`config.mk`:
```
export PLATFORM = sky130hd
export DESIGN_NAME = cnf_front
export DESIGN_NICKNAME = d
export VERILOG_FILES = /design/src/cnf_pkg.sv /design/src/cnf_front.sv
export VERILOG_INCLUDE_DIRS = /design/src
export SDC_FILE = /design/constraint.sdc
export NUM_CORES = 2
export LEC_CHECK = 0
export ABC_CLOCK_PERIOD_IN_PS = 10150
export BUFFER_PORTS_ARGS = -buffer_cell sky130_fd_sc_hd__buf_2
export CAP_MARGIN = 20
export CORE_AREA = 2 2 372 521
export CTS_BUF_LIST = sky130_fd_sc_hd__clkbuf_16
export CTS_CLUSTER_DIAMETER = 60
export DETAILED_ROUTE_END_ITERATION = 12
export DIE_AREA = 0 0 374 523
export GPL_TIMING_DRIVEN = 0
export PLACE_DENSITY = 0.54
export SYNTH_ARGS = -nofsm -noshare
export SYNTH_HDL_FRONTEND = slang
export SYNTH_SLANG_ARGS = --single-unit
```
`constraint.sdc`:
```
create_clock -name I_CLK_SYS -period 10.15 [get_ports I_CLK_SYS]
set_input_delay 1.5225 -clock I_CLK_SYS [delete_from_list [all_inputs] [get_ports I_CLK_SYS]]
set_output_delay 1.5225 -clock I_CLK_SYS [all_outputs]
set_load 0.02 [all_outputs]
```
`src/cnf_cfg.svh`:
```
`ifndef CNF_CFG_SVH
`define CNF_CFG_SVH

// ==========================================================
// register byte offsets
`define CNF_OFS_FRONT_CONFIG   8'h00
`define CNF_OFS_CENTER_FREQ    8'h04
`define CNF_OFS_PHASE_OFFSET   8'h08
`define CNF_OFS_CF_COMMIT      8'h0c
`define CNF_OFS_PH_COMMIT      8'h10
`define CNF_OFS_SYNC_CONTROL   8'h14
`define CNF_OFS_PHASE_STATUS   8'h18
`define CNF_OFS_OFFSET_STATUS  8'h1c

// ==========================================================
// front config fields
`define CNF_BIT_ACC_CLEAR      0
`define CNF_BIT_OFFSET_ZERO    1
`define CNF_FLD_CWIDTH_LO      4
`define CNF_FLD_CWIDTH_HI      5
`define CNF_BIT_CIC_BYPASS     6
`define CNF_FLD_DECIM_LO       7
`define CNF_FLD_DECIM_HI       12
`define CNF_FLD_SGAIN_LO       13
`define CNF_FLD_SGAIN_HI       16

// ==========================================================
// sync control fields
`define CNF_FLD_RWIDTH_LO      3
`define CNF_FLD_RWIDTH_HI      4
`define CNF_BIT_SYNC_UPDATE    20

// ==========================================================
// reset values and limits
`define CNF_RST_WORD           32'h0000_0000
`define CNF_RST_PHASE          10'h000
`define CNF_SHIFT_MAX          5'h0f
`define CNF_AMP_MAX            17'h1ffff
`define CNF_HALF_CYCLE         18'h20000
`define CNF_QUARTER_CYCLE      18'h10000
`define CNF_MIX_MAX            15'h3fff
`define CNF_MIX_MIN            15'h4000

`endif

```
`src/cnf_pkg.sv`:
```
package cnf_pkg;
   typedef enum logic [1:0] {
      LD_IDLE,
      LD_SHIFT
   } cnf_ld_state_t;
   typedef logic signed [17:0] cnf_amp_t;
   typedef logic signed [14:0] cnf_mix_t;
endpackage

```
`src/cnf_front.sv`:
```
`timescale 1ns/1ps
`default_nettype none
`include "cnf_cfg.svh"

module cnf_front (
   // clock, reset, enable
   input  wire  logic        I_CLK_SYS,
   input  wire  logic        I_RST,
   input  wire  logic        I_CE,
   // apb slave
   input  wire  logic        I_PSEL,
   input  wire  logic        I_PENABLE,
   input  wire  logic        I_PWRITE,
   input  wire  logic [7:0]  I_PADDR,
   input  wire  logic [31:0] I_PWDATA,
   output logic              O_PREADY,
   output logic              O_PSLVERR,
   output logic       [31:0] O_PRDATA,
   // sample input
   input  wire  logic        I_SAMPLE_ENABLE_LOW,
   input  wire  logic [13:0] I_SAMPLE,
   input  wire  logic [2:0]  I_GAIN_OFFSET_PINS,
   input  wire  logic        I_FRONT_SYNC_INPUT,
   // serial offset loaders
   input  wire  logic        I_CARRIER_OFFSET_SERIAL_DATA,
   input  wire  logic        I_CARRIER_OFFSET_WORD_MARK,
   input  wire  logic        I_RESAMPLER_OFFSET_SERIAL_DATA,
   input  wire  logic        I_RESAMPLER_OFFSET_WORD_MARK,
   output logic       [31:0] O_RESAMPLER_OFFSET,
   // shifted mixer output toward cic
   output logic              O_MIX_VALID,
   output logic       [29:0] O_I_SHIFTED,
   output logic       [29:0] O_Q_SHIFTED,
   output logic       [3:0]  O_SHIFT_AMOUNT,
   output logic       [5:0]  O_CIC_DECIM_M1,
   output logic              O_CIC_BYPASS
);

   // ==========================================================
   // functions
   function automatic logic [5:0] width_bits(input logic [1:0] code);
      // widen first: code 3 must give 32, not wrap to zero
      width_bits = {3'(code) + 3'd1, 3'b000};
   endfunction

   // parabolic half-wave shape: cheap stand-in for a full 2^18 rom
   function automatic cnf_pkg::cnf_amp_t sine_of(input logic [17:0] ph);
      logic [16:0] x;
      logic [34:0] y;
      logic [16:0] m;
      x = ph[16:0];
      y = 35'({18'h0, x} * (`CNF_HALF_CYCLE - {1'b0, x}));
      m = y[32] ? `CNF_AMP_MAX : y[31:15];
      sine_of = ph[17] ? -cnf_pkg::cnf_amp_t'({1'b0, m}) : cnf_pkg::cnf_amp_t'({1'b0, m});
   endfunction

   // round half away from zero, saturate to 15 bits
   function automatic cnf_pkg::cnf_mix_t round15(input logic signed [31:0] p);
      logic signed [32:0] s;
      s = {p[31], p} + (p[31] ? 33'sh0_7fff : 33'sh0_8000);
      if (!s[32] && s[31:30] != 2'b00)
         round15 = `CNF_MIX_MAX;
      else if (s[32] && s[31:30] != 2'b11)
         round15 = `CNF_MIX_MIN;
      else
         round15 = s[30:16];
   endfunction

   // ==========================================================
   // apb register file
   logic [31:0] cfg_q;
   logic [31:0] cf_hold_q;
   logic [31:0] cf_act_q;
   logic [9:0]  ph_hold_q;
   logic [9:0]  ph_act_q;
   logic [31:0] sync_ctl_q;
   logic [31:0] prdata_q;
   logic [31:0] acc_q;
   logic [31:0] hold_q [2];

   wire         setup    = I_PSEL && !I_PENABLE;
   wire         wr_acc   = I_PSEL && I_PENABLE && I_PWRITE && I_CE;
   wire         hit_cfg  = I_PADDR == `CNF_OFS_FRONT_CONFIG;
   wire         hit_cf   = I_PADDR == `CNF_OFS_CENTER_FREQ;
   wire         hit_ph   = I_PADDR == `CNF_OFS_PHASE_OFFSET;
   wire         hit_cfc  = I_PADDR == `CNF_OFS_CF_COMMIT;
   wire         hit_phc  = I_PADDR == `CNF_OFS_PH_COMMIT;
   wire         hit_syn  = I_PADDR == `CNF_OFS_SYNC_CONTROL;
   wire         hit_phs  = I_PADDR == `CNF_OFS_PHASE_STATUS;
   wire         hit_ofs  = I_PADDR == `CNF_OFS_OFFSET_STATUS;
   wire         mapped   = hit_cfg | hit_cf | hit_ph | hit_cfc | hit_phc | hit_syn
                           | hit_phs | hit_ofs;
   // write-only words read as zero; only the two status words return state
   wire  [31:0] rd_mux   = hit_phs ? acc_q : hit_ofs ? hold_q[0] : 32'h0000_0000;

   assign O_PREADY  = 1'b1;
   assign O_PSLVERR = I_PSEL && I_PENABLE && !mapped;
   assign O_PRDATA  = prdata_q;

   wire         sync_xfer = I_FRONT_SYNC_INPUT && sync_ctl_q[`CNF_BIT_SYNC_UPDATE];
   wire         cf_xfer   = sync_xfer || (wr_acc && hit_cfc);
   wire         ph_xfer   = sync_xfer || (wr_acc && hit_phc);

   always_ff @(posedge I_CLK_SYS) begin
      if (I_RST) begin
         cfg_q      <= `CNF_RST_WORD;
         cf_hold_q  <= `CNF_RST_WORD;
         ph_hold_q  <= `CNF_RST_PHASE;
         sync_ctl_q <= `CNF_RST_WORD;
         prdata_q   <= `CNF_RST_WORD;
      end else if (I_CE) begin
         if (setup && !I_PWRITE)
            prdata_q <= rd_mux;
         if (wr_acc && hit_cfg)
            cfg_q <= I_PWDATA;
         if (wr_acc && hit_cf)
            cf_hold_q <= I_PWDATA;
         if (wr_acc && hit_ph)
            ph_hold_q <= I_PWDATA[9:0];
         if (wr_acc && hit_syn)
            sync_ctl_q <= I_PWDATA;
      end
   end

   // ==========================================================
   // holding to active transfer
   always_ff @(posedge I_CLK_SYS) begin
      if (I_RST) begin
         cf_act_q <= `CNF_RST_WORD;
         ph_act_q <= `CNF_RST_PHASE;
      end else if (I_CE) begin
         if (cf_xfer)
            cf_act_q <= cf_hold_q;
         if (ph_xfer)
            ph_act_q <= ph_hold_q;
      end
   end

   // ==========================================================
   // serial offset loaders: 0 = carrier, 1 = resampler
   // both run on the one system clock, so the resampler loader shares its edge
   wire  [1:0]  ser_data = {I_RESAMPLER_OFFSET_SERIAL_DATA, I_CARRIER_OFFSET_SERIAL_DATA};
   wire  [1:0]  ser_mark = {I_RESAMPLER_OFFSET_WORD_MARK, I_CARRIER_OFFSET_WORD_MARK};
   wire  [1:0]  wcode [2];
   assign wcode[0] = cfg_q[`CNF_FLD_CWIDTH_HI:`CNF_FLD_CWIDTH_LO];
   assign wcode[1] = sync_ctl_q[`CNF_FLD_RWIDTH_HI:`CNF_FLD_RWIDTH_LO];

   genvar g;
   generate
      for (g = 0; g < 2; g++) begin : gen_loader
         cnf_pkg::cnf_ld_state_t st_q;
         logic [5:0]  cnt_q;
         logic [31:0] sr_q;
         wire  [31:0] sr_d   = {sr_q[30:0], ser_data[g]};
         wire  [5:0]  pad    = 6'd32 - width_bits(wcode[g]);
         wire  [31:0] packed_w = sr_d << pad;
         wire         last   = st_q == cnf_pkg::LD_SHIFT && cnt_q == 6'd1;

         always_ff @(posedge I_CLK_SYS) begin
            if (I_RST) begin
               st_q      <= cnf_pkg::LD_IDLE;
               cnt_q     <= 6'h00;
               sr_q      <= `CNF_RST_WORD;
               hold_q[g] <= `CNF_RST_WORD;
            end else if (I_CE) begin
               case (st_q)
                  cnf_pkg::LD_IDLE: begin
                     if (ser_mark[g]) begin
                        st_q  <= cnf_pkg::LD_SHIFT;
                        cnt_q <= width_bits(wcode[g]);
                        sr_q  <= `CNF_RST_WORD;
                     end
                  end
                  cnf_pkg::LD_SHIFT: begin
                     sr_q  <= sr_d;
                     cnt_q <= cnt_q - 6'd1;
                     if (last) begin
                        hold_q[g] <= packed_w;
                        st_q      <= cnf_pkg::LD_IDLE;
                     end
                  end
                  default: st_q <= cnf_pkg::LD_IDLE;
               endcase
            end
         end

         property p_ld_width;
            @(posedge I_CLK_SYS) disable iff (I_RST)
               (I_CE && st_q == cnf_pkg::LD_IDLE && ser_mark[g])
                  |=> cnt_q == width_bits($past(wcode[g]));
         endproperty
         a_ld_width: assert property (p_ld_width) else $error("loader width count");
         property p_ld_low_zero;
            @(posedge I_CLK_SYS) disable iff (I_RST)
               (I_CE && last && wcode[g] == 2'b00) |=> hold_q[g][23:0] == 24'h00_0000;
         endproperty
         a_ld_low_zero: assert property (p_ld_low_zero) else $error("loader low bits");
      end
   endgenerate

   assign O_RESAMPLER_OFFSET = hold_q[1];

   // ==========================================================
   // carrier nco
   wire         offset_zero = cfg_q[`CNF_BIT_OFFSET_ZERO];
   wire  [31:0] freq_word   = cf_act_q + (offset_zero ? 32'h0000_0000 : hold_q[0]);
   wire         advance     = I_CE && !I_SAMPLE_ENABLE_LOW;
   wire         acc_clear   = cfg_q[`CNF_BIT_ACC_CLEAR] && (cf_xfer || ph_xfer);
   wire  [31:0] feedback    = acc_clear ? 32'h0000_0000 : acc_q;
   wire  [9:0]  phase_top   = acc_q[31:22] + ph_act_q;
   wire  [17:0] phase_addr  = {phase_top, acc_q[21:14]};

   always_ff @(posedge I_CLK_SYS) begin
      if (I_RST)
         acc_q <= `CNF_RST_WORD;
      else if (advance)
         acc_q <= feedback + freq_word;
      else if (I_CE && acc_clear)
         acc_q <= `CNF_RST_WORD;
   end

   // ==========================================================
   // mixer and shifter pipeline
   // three stages; gain pins follow the same stages so shift matches the sample
   cnf_pkg::cnf_amp_t sin_q;
   cnf_pkg::cnf_amp_t cos_q;
   logic signed [13:0] smp_q;
   cnf_pkg::cnf_mix_t  i_q;
   cnf_pkg::cnf_mix_t  q_q;
   logic [2:0]  gain_q [2];
   logic [2:0]  vld_q;
   logic [29:0] i_sh_q;
   logic [29:0] q_sh_q;
   logic [3:0]  amt_q;

   wire  [3:0]  sg       = cfg_q[`CNF_FLD_SGAIN_HI:`CNF_FLD_SGAIN_LO];
   wire  [4:0]  sum_gain = {1'b0, sg} + {2'b00, gain_q[1]};
   wire  [3:0]  amt      = sum_gain > `CNF_SHIFT_MAX ? 4'hf : sum_gain[3:0];
   wire  signed [31:0] prod_i = smp_q * cos_q;
   wire  signed [31:0] prod_q = smp_q * sin_q;

   always_ff @(posedge I_CLK_SYS) begin
      if (I_RST) begin
         vld_q <= 3'b000;
         smp_q <= 14'h0000;
         sin_q <= 18'h00000;
         cos_q <= 18'h00000;
      end else if (I_CE) begin
         vld_q <= {vld_q[1:0], !I_SAMPLE_ENABLE_LOW};
         if (!I_SAMPLE_ENABLE_LOW) begin
            smp_q <= I_SAMPLE;
            sin_q <= sine_of(phase_addr);
            cos_q <= sine_of(phase_addr + `CNF_QUARTER_CYCLE);
         end
      end
   end

   always_ff @(posedge I_CLK_SYS) begin
      if (I_RST) begin
         i_q       <= 15'h0000;
         q_q       <= 15'h0000;
         gain_q[0] <= 3'h0;
         gain_q[1] <= 3'h0;
      end else if (I_CE) begin
         if (!I_SAMPLE_ENABLE_LOW)
            gain_q[0] <= I_GAIN_OFFSET_PINS;
         if (vld_q[0]) begin
            i_q       <= round15(prod_i);
            q_q       <= round15(prod_q);
            gain_q[1] <= gain_q[0];
         end
      end
   end

   always_ff @(posedge I_CLK_SYS) begin
      if (I_RST) begin
         i_sh_q <= 30'h0000_0000;
         q_sh_q <= 30'h0000_0000;
         amt_q  <= 4'h0;
      end else if (I_CE && vld_q[1]) begin
         i_sh_q <= {{15{i_q[14]}}, i_q} << amt;
         q_sh_q <= {{15{q_q[14]}}, q_q} << amt;
         amt_q  <= amt;
      end
   end

   // the cic takes decimation minus one as is; bypass needs gapped enables
   assign O_MIX_VALID    = vld_q[2];
   assign O_I_SHIFTED    = i_sh_q;
   assign O_Q_SHIFTED    = q_sh_q;
   assign O_SHIFT_AMOUNT = amt_q;
   assign O_CIC_DECIM_M1 = cfg_q[`CNF_FLD_DECIM_HI:`CNF_FLD_DECIM_LO];
   assign O_CIC_BYPASS   = cfg_q[`CNF_BIT_CIC_BYPASS];

   // ==========================================================
   // checks
   property p_acc_step;
      @(posedge I_CLK_SYS) disable iff (I_RST)
         (advance && !acc_clear) |=> acc_q == $past(acc_q) + $past(freq_word);
   endproperty
   a_acc_step: assert property (p_acc_step) else $error("accumulator step");

   property p_offset_zero;
      @(posedge I_CLK_SYS) disable iff (I_RST)
         offset_zero |-> freq_word == cf_act_q;
   endproperty
   a_offset_zero: assert property (p_offset_zero) else $error("offset not zeroed");

   property p_hold_when_idle;
      @(posedge I_CLK_SYS) disable iff (I_RST)
         (I_SAMPLE_ENABLE_LOW && !acc_clear) |=> $stable(acc_q);
   endproperty
   a_hold_when_idle: assert property (p_hold_when_idle) else $error("accumulator moved");

   // a half-cycle offset on zero phase must flip the cosine to negative full scale
   property p_phase_add;
      @(posedge I_CLK_SYS) disable iff (I_RST)
         (I_CE && !I_SAMPLE_ENABLE_LOW && acc_q[31:14] == 18'h00000 && ph_act_q == 10'h200)
            |=> cos_q == 18'sh20001 && sin_q == 18'sh00000;
   endproperty
   a_phase_add: assert property (p_phase_add) else $error("phase offset not added");

   property p_commit_cf;
      @(posedge I_CLK_SYS) disable iff (I_RST)
         (wr_acc && hit_cfc) |=> cf_act_q == $past(cf_hold_q);
   endproperty
   a_commit_cf: assert property (p_commit_cf) else $error("frequency commit");

   property p_sync_both;
      @(posedge I_CLK_SYS) disable iff (I_RST)
         (I_CE && I_FRONT_SYNC_INPUT && sync_ctl_q[`CNF_BIT_SYNC_UPDATE])
            |=> cf_act_q == $past(cf_hold_q) && ph_act_q == $past(ph_hold_q);
   endproperty
   a_sync_both: assert property (p_sync_both) else $error("sync transfer");

   property p_clear;
      @(posedge I_CLK_SYS) disable iff (I_RST)
         (advance && acc_clear) |=> acc_q == $past(freq_word);
   endproperty
   a_clear: assert property (p_clear) else $error("accumulator clear");

   property p_shift_sat;
      @(posedge I_CLK_SYS) disable iff (I_RST)
         (I_CE && vld_q[1] && sum_gain > 5'd15) |=> amt_q == 4'hf;
   endproperty
   a_shift_sat: assert property (p_shift_sat) else $error("shift not saturated");

   property p_valid_lat;
      @(posedge I_CLK_SYS) disable iff (I_RST)
         (I_CE && !I_SAMPLE_ENABLE_LOW) ##1 I_CE[*2] |=> O_MIX_VALID;
   endproperty
   a_valid_lat: assert property (p_valid_lat) else $error("mixer valid latency");

endmodule

`default_nettype wire

```
# Word-level counts from Yosys, hierarchy flattened
# Memory sizes are Yosys's and may differ from the RTL's.
# Index checks and enable logic that the tools add are counted.
# word_totals
input_bits,69
ff_bits,411
elab_cells,188
memories,2
mem_bits_rw,70
out_inout_bits,138
# op_classes
shifts,4
eq_ne,17
multipliers,4
bitwise,12
addsub,17
n_mux,55
reduce_logical,53
magnitude_cmp,1
# mem_list
memory,words,width,read_ports,rd_clocked_by_memory_dff,write_ports,line,text
hold_q,2,32,2,0,2,cnf_front.sv:79,logic [31:0] hold_q [2];
gain_q,2,3,2,0,2,cnf_front.sv:230,logic [2:0] gain_q [2];
# op_table
operator,count
$mux W32,8
$pmux W31 S2,2
$add A32 B17 Y33,2
$mul A18 B19 Y33,2
$add A32 B32 Y32,2
$mul A14 B18 Y32,2
$shl A32 B6 Y32,2
$mux W31,2
$mux W15,4
$shl A30 B4 Y30,2
$sub A18 B17 Y19 const A,2
$mux W18,2
$neg A17 Y18,2
$mux W17,2
$eq A8 B5 Y1 const B,4
$mux W16,2
$pmux W6 S2,2
$logic_and A1 B1 Y1,23
$mux W1,20
$add A18 B17 Y18 const B,1
$reduce_and A2 Y1,9
$eq A8 B4 Y1 const B,2
$eq A6 B1 Y1 const B,2
$mux W6,2
other kinds (21),60

# Longest topological paths before layout
# logic_depth
word_depth,10
ltp_mapped,48
depth_no_buf,43

# Worst setup path after synthesis
# No wires, ideal clock.
# synth_timing
path_kind,register -> register
from,reg acc_q[23]
to,reg cos_q[12]
required_time_ns,10.090
arrival_time_ns,10.123
path_slack_ns,-0.032
setup_time_ns,0.060
stages_incl_launch_ff,45
period_less_slack_ns,10.182
path_buffers,5
path_cell_list,dfxtp_1 ha_1 a21o_1 a21oi_1 o21bai_1 a21oi_1 o21ai_0 xnor2_1 clkbuf_1 inv_1 ha_1 clkbuf_1 nand2b_1 fa_1 inv_1 fa_1 inv_1 fa_1 [... 9 more ...] a21o_1 a21o_1 a311oi_1 a21boi_1 a31oi_1 a21oi_1 xnor2_1 clkbuf_1 clkbuf_1 buf_2 nor2_1 ha_1 nand2_1 nor2_1 nor4b_2 or4_1 nand3_1 a22o_1
# synth_between
elab_chain_len,7
# synth_lines
item,line,text
"start, declared",cnf_front.sv:78,logic [31:0] acc_q;
"start signal, assigned",cnf_front.sv:215,acc_q <= `CNF_RST_WORD;
"start signal, assigned",cnf_front.sv:217,acc_q <= feedback + freq_word;
"start signal, assigned",cnf_front.sv:219,acc_q <= `CNF_RST_WORD;
$add A10 B10 Y10 (*),cnf_front.sv:210,wire [9:0] phase_top = acc_q[31:22] + ph_act_q;
$add A18 B17 Y18 (no source line) (*),--,
$sub A18 B17 Y19 (no source line),--,
$mul A18 B19 Y33,cnf_front.sv:52,"y = 35'({18'h0, x} * (`CNF_HALF_CYCLE - {1'b0, x}));"
$mux W17,cnf_front.sv:53,m = y[32] ? `CNF_AMP_MAX : y[31:15];
$neg A17 Y18,cnf_front.sv:54,"sine_of = ph[17] ? -cnf_pkg::cnf_amp_t'({1'b0, m}) : cnf_pkg::cnf_amp_t'({1'b0, m});"
$mux W18 (*),cnf_front.sv:54,
"end signal, assigned",cnf_front.sv:253,cos_q <= sine_of(phase_addr + `CNF_QUARTER_CYCLE);
"end, declared",cnf_front.sv:226,cnf_pkg::cnf_amp_t cos_q;
# Mark *: on every way between the ends. The rest lies on a longest branch, timed or not.
# A chain may end at the register's enable or synchronous reset.

# Worst setup path after layout
# layout_timing
from,reg acc_q[15]
to,reg sin_q[8]
# layout_between
elab_chain_len,5
# layout_lines
item,line,text
$sub A18 B17 Y19 (no source line),--,
$mul A18 B19 Y33 (*),cnf_front.sv:52,
$mux W17 (*),cnf_front.sv:53,
$neg A17 Y18,cnf_front.sv:54,
$mux W18 (*),cnf_front.sv:54,
"end signal, assigned",cnf_front.sv:252,sin_q <= sine_of(phase_addr);
"end, declared",cnf_front.sv:225,cnf_pkg::cnf_amp_t sin_q;
# Marks and branches as above.

==> run summary <==
RUN STATUS
----------------------------------------------------------------------------------------
Status                                                                      finished clean

CRITICAL PATH
----------------------------------------------------------------------------------------
Startpoint type of the worst setup path                                             flop
Largest driver fanout on the critical path                                            10
Type of the worst setup path                                                flop to flop
Required time worst endpoint                                                    10.70 ns
Standard cell with the maximum stage delay on the critical path             sky130_fd_sc_hd__or4_1
Kind of end point of the critical path                                              flop
Most used cell along the critical path                                      sky130_fd_sc_hd__fa_1
Worst reg2reg setup slack                                                        0.26 ns
Depth of the most critical reg-to-reg path                                            34
Maximum single-stage delay on the critical path                                  0.69 ns
Arrival time of data at the critical path endpoint                              10.44 ns

HOLD PATH
----------------------------------------------------------------------------------------
Hold Path Stages                                                                       2
Path type of the worst min-delay path                                       flop to flop

DIE
----------------------------------------------------------------------------------------
Die area                                                                      0.196 mm^2
CORE AREA                                                                     0.191 mm^2
Count of pins on the block boundary                                                  207
Die width                                                                         374 um
Std-Cell Rows                                                                        190
Initial core utilization                                                           29.8%
Vert. Die Dim                                                                     523 um

POWER AND IR DROP
----------------------------------------------------------------------------------------
Cell Pwr Density                                                             155 mW/mm^2
Worst vdd ir                                                                  0.000164 V
Leakage dissipation                                                            0.0295 uW

ROUTING
----------------------------------------------------------------------------------------
Overall routed net length                                                      194000 um
Post-detailed-route wirelength per cell                                          20.9 um
Post-detailed-route count of antenna-violating nets                                    0
Drt initial violations                                                              2547
DRT Pass-1 Iters                                                                       5
Routed vias/inst                                                                    4.92
Number of DRC violations after detailed routing                                        0
Total vias in the final route                                                      45809

CLOCKING
----------------------------------------------------------------------------------------
Number of buffers created by CTS                                                      59
Cts-stage hold buffer count                                                            0
Clk sinks                                                                            459
Clk slew on worst S/H paths                                                      0.06 ns
Clock tree root buffer cell                                                 sky130_fd_sc_hd__clkbuf_16
Clock tree from TritonCTS                                                           done
Number of levels the H-tree was split into                                             2
Maximum number of buffers from clock root to sink                                      3
Clock latency of the later-clocked register in the worst-skew pair               0.66 ns

PLACE
----------------------------------------------------------------------------------------
Total half-perimeter wirelength after legalization and detailed placement      165000 um
Global placement routability congestion                                            0.991
Instance count after placement with tap cells included                              9172
Worst slack at placement                                                        -2.97 ns
Port bufs                                                                            205

TIMING
----------------------------------------------------------------------------------------
Min setup slack post-route                                                      0.258 ns
Setup repair after global routing missed its margin                                 true
Final worst-path cycle share                                                       97.5%
Count of final max-slew check failures                                                 0
Worst rel slew slack                                                               21.0%
Achievable Freq                                                                  101 MHz
Worst-margin pin slew                                                            1.19 ns
Sum of negative setup slack                                                         0 ns
Total setup violations reported at the end of the flow                                 0
Worst setup skew after layout                                                  0.0328 ns
Hold violation count in the final report                                               0
Final Critical Period                                                            9.89 ns

GLOBAL ROUTING
----------------------------------------------------------------------------------------
Met3 usage in global routing                                                       2.66%
All-layer global routing usage                                                     19.8%
GRT Max-Usage Layer                                                                 met2
Vias in the first global route                                                     49153
Number of antenna violations at the first check in global routing                      8
Remaining Overflow, GRT                                                                0
Met2 track demand over resource                                                    37.1%
Maximum number of pins on one net before global-route repair                          34
Met1 global-route usage                                                            21.7%
First-pass GRT wire length                                                     297000 um

LOGIC SYNTHESIS
----------------------------------------------------------------------------------------
Part of the Yosys area used for sequential elements                                17.4%
Synth Warn #                                                                           0
Cell type with the largest total area after synthesis                       sky130_fd_sc_hd__fa_1
Most used flip-flop cell after synthesis                                    sky130_fd_sc_hd__dfxtp_1
Synth unique cells                                                                   114
Top cells by area in the synthesized netlist                                sky130_fd_sc_hd__fa_1, sky130_fd_sc_hd__dfxtp_1, sky130_fd_sc_hd__ha_1, sky130_fd_sc_hd__inv_1, sky130_fd_sc_hd__nand2_1
Post-synthesis async set-or-reset flop share                                          0%
Post-Synthesis Cells                                                                6438
Cell area after synthesis                                                    0.0570 mm^2
Number of synthesized flops with an enable pin                                        70
Number of flip-flops and latches in the synthesized netlist                          459
Average footprint of a synthesized cell                                        8.85 um^2
Area share of the largest cell type after synthesis                                30.0%

FINISH
----------------------------------------------------------------------------------------
Synth-to-layout area growth                                                        12.7%
Non-filler cells, final                                                             9312
Most common library cell in the layout ignoring fill and taps               sky130_fd_sc_hd__inv_1
Final standard cell utilization of the core                                        33.6%
Total of fill cells in the finished design                                         19954
Number of nets in the layout                                                        8081
Most frequent cells in the layout                                           sky130_fd_sc_hd__inv_1, sky130_fd_sc_hd__fa_1, sky130_fd_sc_hd__nand2_1
Proportion of layout cells with a drive suffix above 1                             9.17%

JOB
----------------------------------------------------------------------------------------
Max Cap Viol                                                                           0

-- worst max-delay path: cells and delay by family, from the launching register on --
| kind | cells | cell delay (ns) |
|---|---|---|
| DFF | 1 | 0.48 |
| AOI/OAI and AO/OA | 6 | 1.31 |
| and+or+nand+nor | 10 | 2.39 |
| buffers and inverters | 7 | 1.19 |
| adders and majority gates | 10 | 4.18 |
| xor gates and xnor gates | 1 | 0.19 |
-- cell type report --
cell class | instances | area [um^2] | share of cell area (%)
Buffer | 325 | 1480 | 2.31
Tap cell | 2496 | 3120 | 4.87
Sequential cell | 459 | 9920 | 15.5
Timing Repair Buffer | 253 | 1410 | 2.19
Inverter | 1048 | 3950 | 6.15
Antenna cell | 3 | 7.51 | 0.0117
Multi-Input combinational cell | 4617 | 42400 | 66.1
Clock inverter | 51 | 353 | 0.550
Clock buffer | 60 | 1500 | 2.34
-- synthesized netlist by cell type (60+ instances only) --
cell / number
sky130_fd_sc_hd__inv_1: 1045
sky130_fd_sc_hd__fa_1: 854
sky130_fd_sc_hd__nand2_1: 644
sky130_fd_sc_hd__nor2_1: 499
sky130_fd_sc_hd__ha_1: 395
sky130_fd_sc_hd__dfxtp_1: 389
sky130_fd_sc_hd__and2_1: 329
sky130_fd_sc_hd__a21oi_1: 307
sky130_fd_sc_hd__clkbuf_1: 298
sky130_fd_sc_hd__nand2b_1: 167
sky130_fd_sc_hd__a22oi_1: 150
sky130_fd_sc_hd__xnor2_1: 123
sky130_fd_sc_hd__nor2b_1: 108
sky130_fd_sc_hd__mux2i_1: 89
sky130_fd_sc_hd__o21ai_0: 85
sky130_fd_sc_hd__a211oi_1: 80
sky130_fd_sc_hd__nor3_1: 71
sky130_fd_sc_hd__edfxtp_1: 70
sky130_fd_sc_hd__a21o_1: 66
sky130_fd_sc_hd__xor2_1: 60
-- per-layer routing --
metal / up-vias / share of wire, %
met1: 22991 / 38
met4: 2 / 6.3
met2: 1202 / 52
met3: 422 / 4.6
met5: - / 0.0067
li1: 21192 / -
-- logic make-up (layout without fill, tap and decap cells) --
kind of cell    count (synthesis)  in the layout  share of synthesized area, %
compound gates                981            981                          11.8
xor+xnor                      183            183                          2.81
fa+ha+maj                    1250           1250                          38.7
buf+inv                      1391           1737                          9.31
flops                         459            459                          17.4
mux                           122            122                          2.53
other cells                     2             34                        0.0132
simple gates                 2050           2050                          17.5
-- final timing paths --
path,from,end
setup / recovery,acc_q[15],sin_q[8]
hold / removal,cfg_q[0],cfg_q[0]
setup reg to reg,acc_q[15],sin_q[8]
hold reg to reg,cfg_q[0],cfg_q[0]
-- sequential cells by signal, summed over array words and instances, names as in the netlist, 18 cells and up --
name and cells:
cf_hold_q 32, gen_loader.sr_q 62, hold_q 64, cf_act_q 32, cos_q 18, acc_q 32
O_Q_SHIFTED 30, O_PRDATA 32, O_I_SHIFTED 30, sin_q 18
-- per-stage QoR --
| stage | total power (uW) | hold slack (ns) | cell area, um^2 |
|---|---|---|---|
| global route | 10700 | 0.469 | 64200 |
| detailed placement | 7470 | 0.445 | 61300 |
| floorplan | 5810 | 0.428 | 57100 |
| global placement | 7430 | 0.439 | 61200 |
| CTS | 9780 | 0.453 | 63900 |
| finish | 9940 | 0.454 | 64200 |
-- power breakdown --
| part | switching [uW] | internal [uW] |
|---|---|---|
| registers | 175 | 1930 |
| clock network | 910 | 1090 |
| logic | 3620 | 2210 |
| total | 4710 | 5230 |
-- repair_timing --
item	CTS	global route
setup buffers	21	21
pin swaps	15	27
gates resized for setup	159	74
endpoints found under the setup margin	66	54
(Power assumes the default switching activity.)
